**config.mk**
```make
export PLATFORM = sky130hd
export DESIGN_NAME = ext_mem_pin_partition_mux
export DESIGN_NICKNAME = d
export VERILOG_FILES = /design/src/verilog/pin_mux_pkg.sv /design/src/verilog/ext_mem_pin_partition_mux.sv
export SDC_FILE = /design/constraint.sdc
export NUM_CORES = 1
export LEC_CHECK = 0
export ABC_AREA = 1
export ABC_CLOCK_PERIOD_IN_PS = 4700
export BUFFER_PORTS_ARGS = -buffer_cell sky130_fd_sc_hd__buf_2
export CAP_MARGIN = 25
export CORE_MARGIN = 2
export CORE_UTILIZATION = 40
export CTS_BUF_LIST = sky130_fd_sc_hd__clkbuf_2
export CTS_CLUSTER_SIZE = 10
export DETAILED_ROUTE_END_ITERATION = 8
export MAX_ROUTING_LAYER = met4
export PLACE_DENSITY_LB_ADDON = 0.05
export SLEW_MARGIN = 20
export SYNTH_ARGS = -nofsm -noshare
export SYNTH_HDL_FRONTEND = slang
export SYNTH_SLANG_ARGS = --single-unit
export TNS_END_PERCENT = 100
```
**constraint.sdc**
```tcl
create_clock -name aclk -period 4.7 [get_ports aclk]
set_input_delay 1.175 -clock aclk [delete_from_list [all_inputs] [get_ports aclk]]
set_output_delay 1.175 -clock aclk [all_outputs]
set_load 0.02 [all_outputs]
```
**src/verilog/pin_mux_pkg.sv**
```systemverilog
/*
 * Constants, field layouts and strap decoding for the shared memory/GPIO
 * pin partition multiplexer.
 * Assumes one system clock domain; no other file is needed.
 */
`default_nettype none

package pin_mux_pkg;

    // ------------------------------------------------------------
    // Pads and widths
    // ------------------------------------------------------------
    localparam int NPADS   = 24;  // 16 address-capable, 8 upper data
    localparam int NGPIO   = 22;  // GPIO 46..67
    localparam int RUN_LEN = 14;  // switchable address pads
    localparam int HI_BASE = 16;  // first upper data pad
    localparam int ADDR_W  = 8;
    localparam int BADDR_W = 17;

    // ------------------------------------------------------------
    // Register offsets
    // ------------------------------------------------------------
    localparam logic [7:0] OFS_VIN  = 8'h00;
    localparam logic [7:0] OFS_VOUT = 8'h04;
    localparam logic [7:0] OFS_MEM  = 8'h08;
    localparam logic [7:0] OFS_GIO  = 8'h0C;
    localparam logic [7:0] OFS_SER  = 8'h10;
    localparam logic [7:0] OFS_STAT = 8'h14;

    localparam logic [1:0] RESP_OKAY   = 2'h0;
    localparam logic [1:0] RESP_SLVERR = 2'h2;

    // ------------------------------------------------------------
    // Strap codes and memory field values
    // ------------------------------------------------------------
    localparam logic [3:0] CODE_NAND   = 4'hD;
    localparam logic [3:0] CODE_A13    = 4'hC;
    localparam logic [3:0] CODE_A14_8  = 4'hA;
    localparam logic [3:0] CODE_BA0_8  = 4'h8;
    localparam logic [3:0] CODE_MUX16  = 4'h2;
    localparam logic [3:0] CODE_BA0_16 = 4'h0;
    localparam logic [4:0] CNT_NONE    = 5'h00;
    localparam logic [4:0] CNT_A13     = 5'h0D;
    localparam logic [4:0] CNT_FULL    = 5'h0E;
    localparam int         STRAP_LSB   = 10;  // pad of address bit 8

    // Memory mux register layout, bits [7:0]
    typedef struct packed {
        logic       full_rate;
        logic       data16;
        logic       ba0_sel;
        logic [4:0] addr_cnt;
    } mem_cfg_t;

    function automatic mem_cfg_t strap_cfg(input logic [3:0] s);
        mem_cfg_t c;
        c = '0;
        case (s)
            CODE_A13:    c.addr_cnt = CNT_A13;
            CODE_A14_8:  c.addr_cnt = CNT_FULL;
            CODE_BA0_8:  c = '{1'b0, 1'b0, 1'b1, CNT_FULL};
            CODE_MUX16:  c = '{1'b0, 1'b1, 1'b0, CNT_FULL};
            CODE_BA0_16: c = '{1'b0, 1'b1, 1'b1, CNT_FULL};
            default:     c.addr_cnt = CNT_NONE;
        endcase
        return c;
    endfunction

    // Position of a pad in the contiguous address run, -1 if none
    function automatic int run_pos(input int p);
        if (p == 0) return 13;
        if (p == 1 || p == 2) return p - 1;
        if (p >= 5 && p < HI_BASE) return p - 3;
        return -1;
    endfunction

    // GPIO bit carried by a pad (bit 0 is GPIO 46)
    function automatic int gpio_idx(input int p);
        if (p < 3) return p + 8;
        if (p < 5) return 0;
        if (p < HI_BASE) return p + 6;
        return p - HI_BASE;
    endfunction

    function automatic logic [31:0] merge_strb(input logic [31:0] old,
                                               input logic [31:0] wd,
                                               input logic [3:0]  st);
        logic [31:0] r;
        r = old;
        for (int b = 0; b < 4; b++) begin
            if (st[b]) r[8*b +: 8] = wd[8*b +: 8];
        end
        return r;
    endfunction

endpackage

`default_nettype wire

```
**src/verilog/ext_mem_pin_partition_mux.sv**
```systemverilog
/*
 * Pin partition multiplexer between the asynchronous memory interface
 * and GPIO, with an AXI4-Lite register slave.
 * Assumes pads are resolved outside from pad_out/pad_oe, and that the
 * memory controller and GPIO block run on aclk.
 */
`default_nettype none

//
// Overview of operation
// - Reset strap splits pins between address, GPIO
// - Software may rewrite partition after reset
// - Address bit count selectable zero to fourteen
// - Unused shared pins become GPIO, except A1/A2
// - Address run contiguous upward from bank bit
// - Address pins one and two always enabled out of reset
// - Only 8-bit and 16-bit data widths
// - 16-bit: bank1 halfword bit, bank0 bit 14
// - 8-bit with ba0_sel: bank pins carry two byte bits
// - Code 0010 gives 16-bit muxed flash
// - GPIO 54 pad carries bank bit 0 under codes A, 8, 2, 0
// - Bank bit one enabled except code 1101 and undefined codes
// - Upper data only under codes 0010, 0000
// - Selection applied without any consistency check
// - Five software pin-mux registers govern groups
// - Strap pins go to address or GPIO per partition after capture
//
module ext_mem_pin_partition_mux
    import pin_mux_pkg::*;
(
    // Clock, reset, enable
    input  wire  logic                              aclk,
    input  wire  logic                              aresetn,
    input  wire  logic                              ce,
    // AXI4-Lite write
    input  wire  logic [pin_mux_pkg::ADDR_W-1:0]    awaddr,
    input  wire  logic                              awvalid,
    output var   logic                              awready,
    input  wire  logic [31:0]                       wdata,
    input  wire  logic [3:0]                        wstrb,
    input  wire  logic                              wvalid,
    output var   logic                              wready,
    output var   logic [1:0]                        bresp,
    output var   logic                              bvalid,
    input  wire  logic                              bready,
    // AXI4-Lite read
    input  wire  logic [pin_mux_pkg::ADDR_W-1:0]    araddr,
    input  wire  logic                              arvalid,
    output var   logic                              arready,
    output var   logic [31:0]                       rdata,
    output var   logic [1:0]                        rresp,
    output var   logic                              rvalid,
    input  wire  logic                              rready,
    // Memory controller side
    input  wire  logic [pin_mux_pkg::BADDR_W-1:0]   mc_byte_addr,
    input  wire  logic [7:0]                        mc_data_hi_out,
    input  wire  logic                              mc_data_hi_oe,
    output var   logic [7:0]                        mc_data_hi_in,
    output var   logic                              async_mem_full_rate,
    output var   logic                              async_mem_wide,
    // GPIO controller side
    input  wire  logic [pin_mux_pkg::NGPIO-1:0]     gpio_out,
    input  wire  logic [pin_mux_pkg::NGPIO-1:0]     gpio_oe,
    output var   logic [pin_mux_pkg::NGPIO-1:0]     gpio_in,
    // Other peripheral mux selections
    output var   logic [31:0]                       video_in_mux,
    output var   logic [31:0]                       video_out_mux,
    output var   logic [31:0]                       gen_io_mux,
    output var   logic [31:0]                       serial_card_mux,
    // Pads
    input  wire  logic [pin_mux_pkg::NPADS-1:0]     pad_in,
    output var   logic [pin_mux_pkg::NPADS-1:0]     pad_out,
    output var   logic [pin_mux_pkg::NPADS-1:0]     pad_oe
);

    // ------------------------------------------------------------
    // Declarations
    // ------------------------------------------------------------
    logic [NPADS-1:0]   pad_m_q;
    logic [NPADS-1:0]   pad_s_q;
    logic [3:0]         strap_sync;
    logic [3:0]         strap_q;
    mem_cfg_t           cfg_q;
    logic [31:0]        vin_q;
    logic [31:0]        vout_q;
    logic [31:0]        gio_q;
    logic [31:0]        ser_q;
    logic [NPADS-1:0]   mem_own;
    logic [NPADS-1:0]   mem_val;
    logic [NPADS-1:0]   pad_out_d;
    logic [NPADS-1:0]   pad_oe_d;
    logic [NPADS-1:0]   pad_out_q;
    logic [NPADS-1:0]   pad_oe_q;
    logic [NGPIO-1:0]   gpio_in_d;
    logic [NGPIO-1:0]   gpio_in_q;
    logic [7:0]         hi_in_q;
    logic [4:0]         run_len;
    logic [RUN_LEN-1:0] run_vec;
    logic               awready_q;
    logic               wready_q;
    logic               aw_got_q;
    logic               w_got_q;
    logic               bvalid_q;
    logic [1:0]         bresp_q;
    logic [ADDR_W-1:0]  waddr_q;
    logic [31:0]        wdata_q;
    logic [3:0]         wstrb_q;
    logic               arready_q;
    logic               rvalid_q;
    logic [1:0]         rresp_q;
    logic [31:0]        rdata_q;
    logic [31:0]        rd_d;
    logic               rd_err;
    logic [31:0]        cfg_w;
    logic [ADDR_W-1:0]  wofs;
    logic [ADDR_W-1:0]  rofs;

    // ------------------------------------------------------------
    // Pad input synchroniser
    // ------------------------------------------------------------
    always_ff @(posedge aclk) begin
        if (ce) begin
            pad_m_q <= pad_in;
            pad_s_q <= pad_m_q;
        end
    end

    assign strap_sync = pad_s_q[STRAP_LSB +: 4];

    // ------------------------------------------------------------
    // Strap capture
    // ------------------------------------------------------------
    // Tracks the pins for the whole reset, so the last value before
    // release is the one kept
    always_ff @(posedge aclk) begin
        if (ce && !aresetn) begin
            strap_q <= strap_sync;
        end
    end

    // ------------------------------------------------------------
    // Register writes
    // ------------------------------------------------------------
    assign wofs  = {waddr_q[ADDR_W-1:2], 2'b00};
    assign cfg_w = merge_strb({24'h0, cfg_q}, wdata_q, wstrb_q);

    always_ff @(posedge aclk) begin
        if (ce) begin
            if (!aresetn) begin
                cfg_q <= strap_cfg(strap_sync);
                vin_q  <= 32'h0000_0000;
                vout_q <= 32'h0000_0000;
                gio_q  <= 32'h0000_0000;
                ser_q  <= 32'h0000_0000;
            end else if (aw_got_q && w_got_q) begin
                // No check against the peripherals in use
                unique case (wofs)
                    OFS_VIN:  vin_q  <= merge_strb(vin_q, wdata_q, wstrb_q);
                    OFS_VOUT: vout_q <= merge_strb(vout_q, wdata_q, wstrb_q);
                    OFS_MEM:  cfg_q  <= cfg_w[7:0];
                    OFS_GIO:  gio_q  <= merge_strb(gio_q, wdata_q, wstrb_q);
                    OFS_SER:  ser_q  <= merge_strb(ser_q, wdata_q, wstrb_q);
                    default: ;
                endcase
            end
        end
    end

    // ------------------------------------------------------------
    // Partition decode per pad
    // ------------------------------------------------------------
    // Counts past the run length saturate to a full run
    assign run_len = (cfg_q.addr_cnt > 5'(RUN_LEN))
                   ? 5'(RUN_LEN) : cfg_q.addr_cnt;

    // Address lines follow the byte address; bank bit 0 is byte bit 0 in
    // 8-bit mode with ba0_sel set, and bit 14 of the word otherwise
    assign mem_val[0] = (cfg_q.ba0_sel && !cfg_q.data16)
                      ? mc_byte_addr[0]
                      : mc_byte_addr[BADDR_W-1];
    assign mem_val[HI_BASE-1:1] = mc_byte_addr[HI_BASE-1:1];
    assign mem_val[NPADS-1:HI_BASE] = mc_data_hi_out;

    for (genvar i = 0; i < NPADS; i++) begin : g_pad
        localparam int RP = run_pos(i);
        localparam int GI = gpio_idx(i);
        if (i == 3 || i == 4) begin : g_fixed
            assign mem_own[i] = 1'b1;
        end else if (i >= HI_BASE) begin : g_data
            assign mem_own[i] = cfg_q.data16;
            assign gpio_in_d[GI] = pad_s_q[i];
        end else begin : g_run
            assign mem_own[i] = 5'(RP) < run_len;
            assign run_vec[RP] = mem_own[i];
            assign gpio_in_d[GI] = pad_s_q[i];
        end
        // Anything not owned by the memory falls to GPIO
        assign pad_out_d[i] = mem_own[i] ? mem_val[i]
                                         : gpio_out[GI];
        assign pad_oe_d[i]  = mem_own[i]
                            ? (i >= HI_BASE ? mc_data_hi_oe : 1'b1)
                            : gpio_oe[GI];
    end

    // ------------------------------------------------------------
    // Registered pad and side outputs
    // ------------------------------------------------------------
    // Pads float during reset so the straps can be read; the address
    // function returns on the first enabled edge after release
    always_ff @(posedge aclk) begin
        if (ce) begin
            if (!aresetn) begin
                pad_out_q <= '0;
                pad_oe_q  <= '0;
                gpio_in_q <= '0;
                hi_in_q   <= 8'h00;
            end else begin
                pad_out_q <= pad_out_d;
                pad_oe_q  <= pad_oe_d;
                gpio_in_q <= gpio_in_d;
                hi_in_q   <= pad_s_q[NPADS-1:HI_BASE];
            end
        end
    end

    assign pad_out             = pad_out_q;
    assign pad_oe              = pad_oe_q;
    assign gpio_in             = gpio_in_q;
    assign mc_data_hi_in       = hi_in_q;
    assign async_mem_full_rate = cfg_q.full_rate;
    assign async_mem_wide      = cfg_q.data16;
    assign video_in_mux        = vin_q;
    assign video_out_mux       = vout_q;
    assign gen_io_mux          = gio_q;
    assign serial_card_mux     = ser_q;

    // ------------------------------------------------------------
    // AXI4-Lite write channel
    // ------------------------------------------------------------
    always_ff @(posedge aclk) begin
        if (ce) begin
            if (!aresetn) begin
                awready_q <= 1'b0;
                wready_q  <= 1'b0;
                aw_got_q  <= 1'b0;
                w_got_q   <= 1'b0;
                bvalid_q  <= 1'b0;
                bresp_q   <= RESP_OKAY;
            end else begin
                awready_q <= awready_q ? !awvalid : !aw_got_q && !bvalid_q;
                wready_q  <= wready_q ? !wvalid : !w_got_q && !bvalid_q;
                if (awvalid && awready_q) begin
                    aw_got_q <= 1'b1;
                    waddr_q  <= awaddr;
                end
                if (wvalid && wready_q) begin
                    w_got_q <= 1'b1;
                    wdata_q <= wdata;
                    wstrb_q <= wstrb;
                end
                if (aw_got_q && w_got_q) begin
                    aw_got_q <= 1'b0;
                    w_got_q  <= 1'b0;
                    bvalid_q <= 1'b1;
                    bresp_q  <= (wofs > OFS_STAT) ? RESP_SLVERR : RESP_OKAY;
                end else if (bvalid_q && bready) begin
                    bvalid_q <= 1'b0;
                end
            end
        end
    end

    assign awready = awready_q;
    assign wready  = wready_q;
    assign bvalid  = bvalid_q;
    assign bresp   = bresp_q;

    // ------------------------------------------------------------
    // AXI4-Lite read channel
    // ------------------------------------------------------------
    assign rofs = {araddr[ADDR_W-1:2], 2'b00};

    always_comb begin
        rd_err = 1'b0;
        unique case (rofs)
            OFS_VIN:  rd_d = vin_q;
            OFS_VOUT: rd_d = vout_q;
            OFS_MEM:  rd_d = {24'h0, cfg_q};
            OFS_GIO:  rd_d = gio_q;
            OFS_SER:  rd_d = ser_q;
            OFS_STAT: rd_d = {4'h0, mem_own, strap_q};
            default: begin
                rd_d   = 32'h0000_0000;
                rd_err = 1'b1;
            end
        endcase
    end

    always_ff @(posedge aclk) begin
        if (ce) begin
            if (!aresetn) begin
                arready_q <= 1'b0;
                rvalid_q  <= 1'b0;
                rresp_q   <= RESP_OKAY;
                rdata_q   <= 32'h0000_0000;
            end else begin
                arready_q <= arready_q ? !arvalid : !rvalid_q;
                if (arvalid && arready_q) begin
                    rvalid_q <= 1'b1;
                    rdata_q  <= rd_d;
                    rresp_q  <= rd_err ? RESP_SLVERR : RESP_OKAY;
                end else if (rvalid_q && rready) begin
                    rvalid_q <= 1'b0;
                end
            end
        end
    end

    assign arready = arready_q;
    assign rvalid  = rvalid_q;
    assign rdata   = rdata_q;
    assign rresp   = rresp_q;

endmodule // ext_mem_pin_partition_mux

`default_nettype wire

```
== Yosys cells after proc, flatten, opt, wreduce, memory -nomap -nowiden ==
Index checks and enable logic that the tools add are counted.

* Register bits: 353
* Input bits: 154
* Output and inout bits: 249
* Logic and storage cells: 215

* $lt $le $gt $ge: 16
* Eq/ne operators: 28
* Muxes and demuxes: 79
* Bitwise logic cells: 1
* Reduce and logical (&&, ||, !) cells: 50

{| class="wikitable"
|+ Operator list
! cell !! count
|-
| 32-bit 2-to-1 mux || 9
|-
| 32-bit one-hot mux with 6 select lines || 1
|-
| 4-bit AND reduction || 17
|-
| 8-bit 2-to-1 mux || 7
|-
| 1-bit 2-to-1 mux || 54
|-
| 4-bit by 5-bit less-than comparator with 1-bit output (first input constant) || 6
|-
| 6-bit by 2-bit == test with 1-bit output (second input constant) || 4
|-
| 2-bit by 1-bit != test with 1-bit output (second input constant) || 11
|-
| 3-bit by 5-bit less-than comparator with 1-bit output (first input constant) || 4
|-
| 6-bit by 3-bit == test with 1-bit output (second input constant) || 3
|-
| 8-bit logical NOT || 2
|-
| 4-bit == test (second input constant) || 3
|-
| 6-bit by 1-bit == test with 1-bit output (second input constant) || 2
|-
| 3-bit by 1-bit != test with 1-bit output (second input constant) || 4
|-
| 2-bit AND reduction || 6
|-
| 1-bit logical AND || 10
|-
| 1-bit by 5-bit less-than comparator with 1-bit output (first input constant) || 2
|-
| 2-bit by 5-bit less-than comparator with 1-bit output (first input constant) || 2
|-
| 5-bit 2-to-1 mux || 2
|-
| 1-bit logical NOT || 9
|-
| 8-bit by 5-bit greater-than comparator with 1-bit output (second input constant) || 1
|-
| 2-bit 2-to-1 mux || 4
|-
| 4-bit one-hot mux with 2 select lines || 1
|-
| 2-bit one-hot mux with 3 select lines || 1
|-
| other kinds (8) || 9
|}

== Depth between registers and ports, before layout ==
* Word-level depth: 5
* Gate-level depth with buffers: 9
* Depth with buffers taken out: 8

== Worst setup path before layout ==
No wires, ideal clock.

* Path type: input -> register
* From: input port aresetn
* To: register wdata_q[0] (enable)
* Library setup time: 0.474 ns
* Data arrival time: 4.047 ns
* Required time: 4.226 ns
* Setup slack: 0.179 ns
* Stages on the path: 3
* Path buffers: 1
* Path through: clkinv_1 > clkbuf_1 > nor3_1

* Longest elaborated chain between the ends: 1

{| class="wikitable"
|+ RTL lines
! item !! RTL line !! RTL
|-
| from (decl) || ext_mem_pin_partition_mux.sv:33 || <nowiki>input wire logic aresetn,</nowiki>
|-
| 3-bit AND reduction (no line) || -- ||
|-
| to (signal assigned) || ext_mem_pin_partition_mux.sv:258 || <nowiki>wdata_q <= wdata;</nowiki>
|-
| to (decl) || ext_mem_pin_partition_mux.sv:106 || <nowiki>logic [31:0] wdata_q;</nowiki>
|}

Every way passes these cells.
A chain may end at the register's enable or synchronous reset.

== Worst setup path in the final report ==
* From: register cfg_q (netlist bit async_mem_wide)
* To: output port async_mem_wide

{| class="wikitable"
|+ RTL lines
! item !! RTL line !! RTL
|-
| from (decl) || ext_mem_pin_partition_mux.sv:83 || <nowiki>mem_cfg_t cfg_q;</nowiki>
|-
| from (signal assigned) || ext_mem_pin_partition_mux.sv:150 || <nowiki>cfg_q <= strap_cfg(strap_sync);</nowiki>
|-
| from (signal assigned) || ext_mem_pin_partition_mux.sv:160 || <nowiki>OFS_MEM: cfg_q <= cfg_w[7:0];</nowiki>
|-
| to (decl) || ext_mem_pin_partition_mux.sv:60 || <nowiki>output var logic async_mem_wide,</nowiki>
|}

No word-level cell between the ends.

==> reports/summary.txt <==
Max stage delay cell, worst path -> edfxtp_1
Final setup viols -> 0
Pre-Repair DR Iteration Count -> 5
Wirelength per Cell -> 18.8 um
Ys flop type -> edfxtp_1
Largest net degree at the start of global routing -> 84
Initial DRC count -> 574
Detailed Place HPWL -> 25.9 mm
Post-synth top area cell -> edfxtp_1
First-pass GRT wire length -> 53.2 mm
CP Max Fanout -> 13
Gate count after technology mapping -> 1031
Port bufs -> 394
Vias per Instance -> 4.63
Layout area overhead -> 24.0%
Nets@finish -> 1637
Sequential Area -> 0.0101 mm^2
Seq/Total Area, Yosys -> 76.9%
Slew Limit Fails -> 0
Routed Antenna Nets -> 0
I/O pin cnt -> 403
# clock sinks -> 336
Peak Freq -> 337 MHz
Post-synth EDFFs -> 336
GPL Wtd Cong -> 0.842
Final hold violation count -> 0
Async set-reset flop share out of synthesis -> 0%
TritonCTS buffer count -> 87
Chip Height -> 185 um
Setup_tns -> 0 ps
Status -> finished clean
Hold Path Class -> reg -> reg
Pre-CTS setup slack -> 1070 ps
Pwr dens -> 364 mW/mm^2
Setup Skew -> 89.9 ps
GRT Total Usage -> 22.1%
Multi-input gate area -> 0.00239 mm^2
Seq cells post-synth -> 336
Crit start category -> register
Crit end category -> output port
Worst path max stage delay -> 680 ps
Area share of the largest cell type after synthesis -> 76.9%
Post-cts hold buffer count -> 0
Layout cells sized above 1 -> 36.3%
Period utilisation layout -> 63.2%
Via count -> 9205
Total number of H-tree levels -> 3
WS Path Type -> reg -> out
Root Buffer -> clkbuf_2
Row cnt -> 66
Top cells by area, synth -> edfxtp_1, nand2_1, nor2_1, inv_1, a21oi_1
Crit path required time -> 3520 ps
Drt total wl -> 37.5 mm
Warnings from Yosys -> 0
CP top delay family -> flip-flops
Clock Latency Late Sink -> 880 ps
Max-Cap Viols -> 0
Post-CTS Resized -> 0
Die area -> 0.0343 mm^2
Initial Utilization -> 40.5%
Shortest period the worst path allows -> 2970 ps
WP data arrival -> 1800 ps
Die X -> 185 um
Vias in the first global route -> 8919
Syn_area_per_cell -> 12.7 um^2
Leak Pwr -> 7.28 nW
Worst-Margin Slew -> 1040 ps
Crit path buf inv count -> 1
CTS tree -> yes
Power Total -> 5.92 mW
Core ar. -> 0.0324 mm^2
Crit-path cells -> buf_2
Setup Fix Bufs, Post-CTS -> 0
Worst Slack Setup Final -> 1730 ps
Global route overflow -> 0
Slew Limit Headroom -> 30.6%
CTS Buffer Depth -> 3
Worst vdd ir -> 179 uV
# DRC -> 0
Clk slew on worst S/H paths -> 90 ps
Fill cell count -> 3084
Unrepaired setup endpoints after global routing -> false
Initial antenna violation count -> 8
Post-Synthesis Cell Area -> 0.0131 mm^2
Synth cell types -> 32
[cell usage after synthesis, types with 4 or more instances]
master,n
edfxtp_1,336
nand2_1,267
nor2_1,132
inv_1,97
a21oi_1,41
o21ai_0,37
nand3_1,29
buf_4,16
clkbuf_1,14
nand4_1,7
buf_6,6
inv_2,5
nor2_2,5
nor3_1,5
and2_1,4
[cell type report]
cell class	instances	share of cell area (%)
Clock buffer	124	3.82
Timing Repair Buffer	403	12.6
Clock inverter	20	0.854
Multi-Input combinational cell	549	14.7
Antenna cell	10	0.154
Sequential cell	336	62.0
Inverter	106	2.45
Tap cell	442	3.40
[per-layer routing]
layer	vias to the layer above	share of wire, %	GRT usage (%)
met5	-	0	-
met4	0	2.8	8.86
met3	68	11	8.26
met2	429	47	34.2
met1	4272	40	26.2
li1	4436	-	-
[worst paths after layout]
check | from | endpoint | slack, ps | depth (start not counted)
worst max register to register | w_got_q$_SDFFCE_PN0P_ | cfg_q[1]$_DFFE_PP_ | 2150 | 6
worst min-delay path | pad_m_q[6]$_DFFE_PP_ | pad_s_q[6]$_DFFE_PP_ | 400 | 0
worst max-delay path | async_mem_wide$_DFFE_PP_ | async_mem_wide | 1730 | 1
worst min register to register | pad_m_q[6]$_DFFE_PP_ | pad_s_q[6]$_DFFE_PP_ | 400 | 0
[layout by cell type (no fill, tap or decap), types with 2 or more instances in the layout]
cell type	n
nand3_4	2
clkbuf_2	124
buf_4	11
bufinv_16	2
clkinv_4	2
nand3_1	29
edfxtp_1	336
o21ai_1	3
diode_2	10
nor3_1	4
nor2_8	2
and2_1	4
conb_1	2
clkinv_2	2
inv_1	97
nor2_1	129
nand4_1	7
nor2_2	6
inv_2	7
a21oi_1	41
o21a_1	2
nand3b_1	2
buf_2	392
nor2_4	5
o21ai_0	37
nand2_1	267
clkinv_1	16
[metrics by stage]
step	area, um^2	hold WS (ps)	instances	utilization (%)
finish	16300	401	1990	50.2
global route	16300	349	1988	50.2
CTS	16200	323	1979	50.1
detailed placement	15500	405	1835	47.8
global placement	15400	401	1833	47.7
floorplan	13100	400	1032	-
[registers in the layout, indices dropped and copies added (netlist names), 4 cells and up]
register and flops:
gen_io_mux 32, rdata 32, serial_card_mux 32, video_in_mux 32
video_out_mux 32, wdata_q 32, pad_out 24, pad_oe 23
gpio_in 22, pad_m_q 22, pad_s_q 22, cfg_q 6
waddr_q 6, strap_q 4, wstrb_q 4
[cell families (layout without fill, tap and decap cells)]
group / after synthesis / after routing / share of synthesized area, %
other: 1 / 12 / 0.0286
AO/OA/AOI/OAI: 87 / 87 / 3.44
flip-flops: 336 / 336 / 76.9
AND/OR/NAND/NOR: 460 / 460 / 14.6
buffers and inverters: 147 / 653 / 5.04
[report_power, final]
group | leakage (nW) | internal, mW | switching (mW) | total, mW
clock | 0.582 | 0.810 | 1.14 | 1.95
sequential | 3.22 | 3.44 | 0.0465 | 3.48
combinational | 3.47 | 0.141 | 0.338 | 0.479
Note: power is estimated with default switching activity, not from simulation.
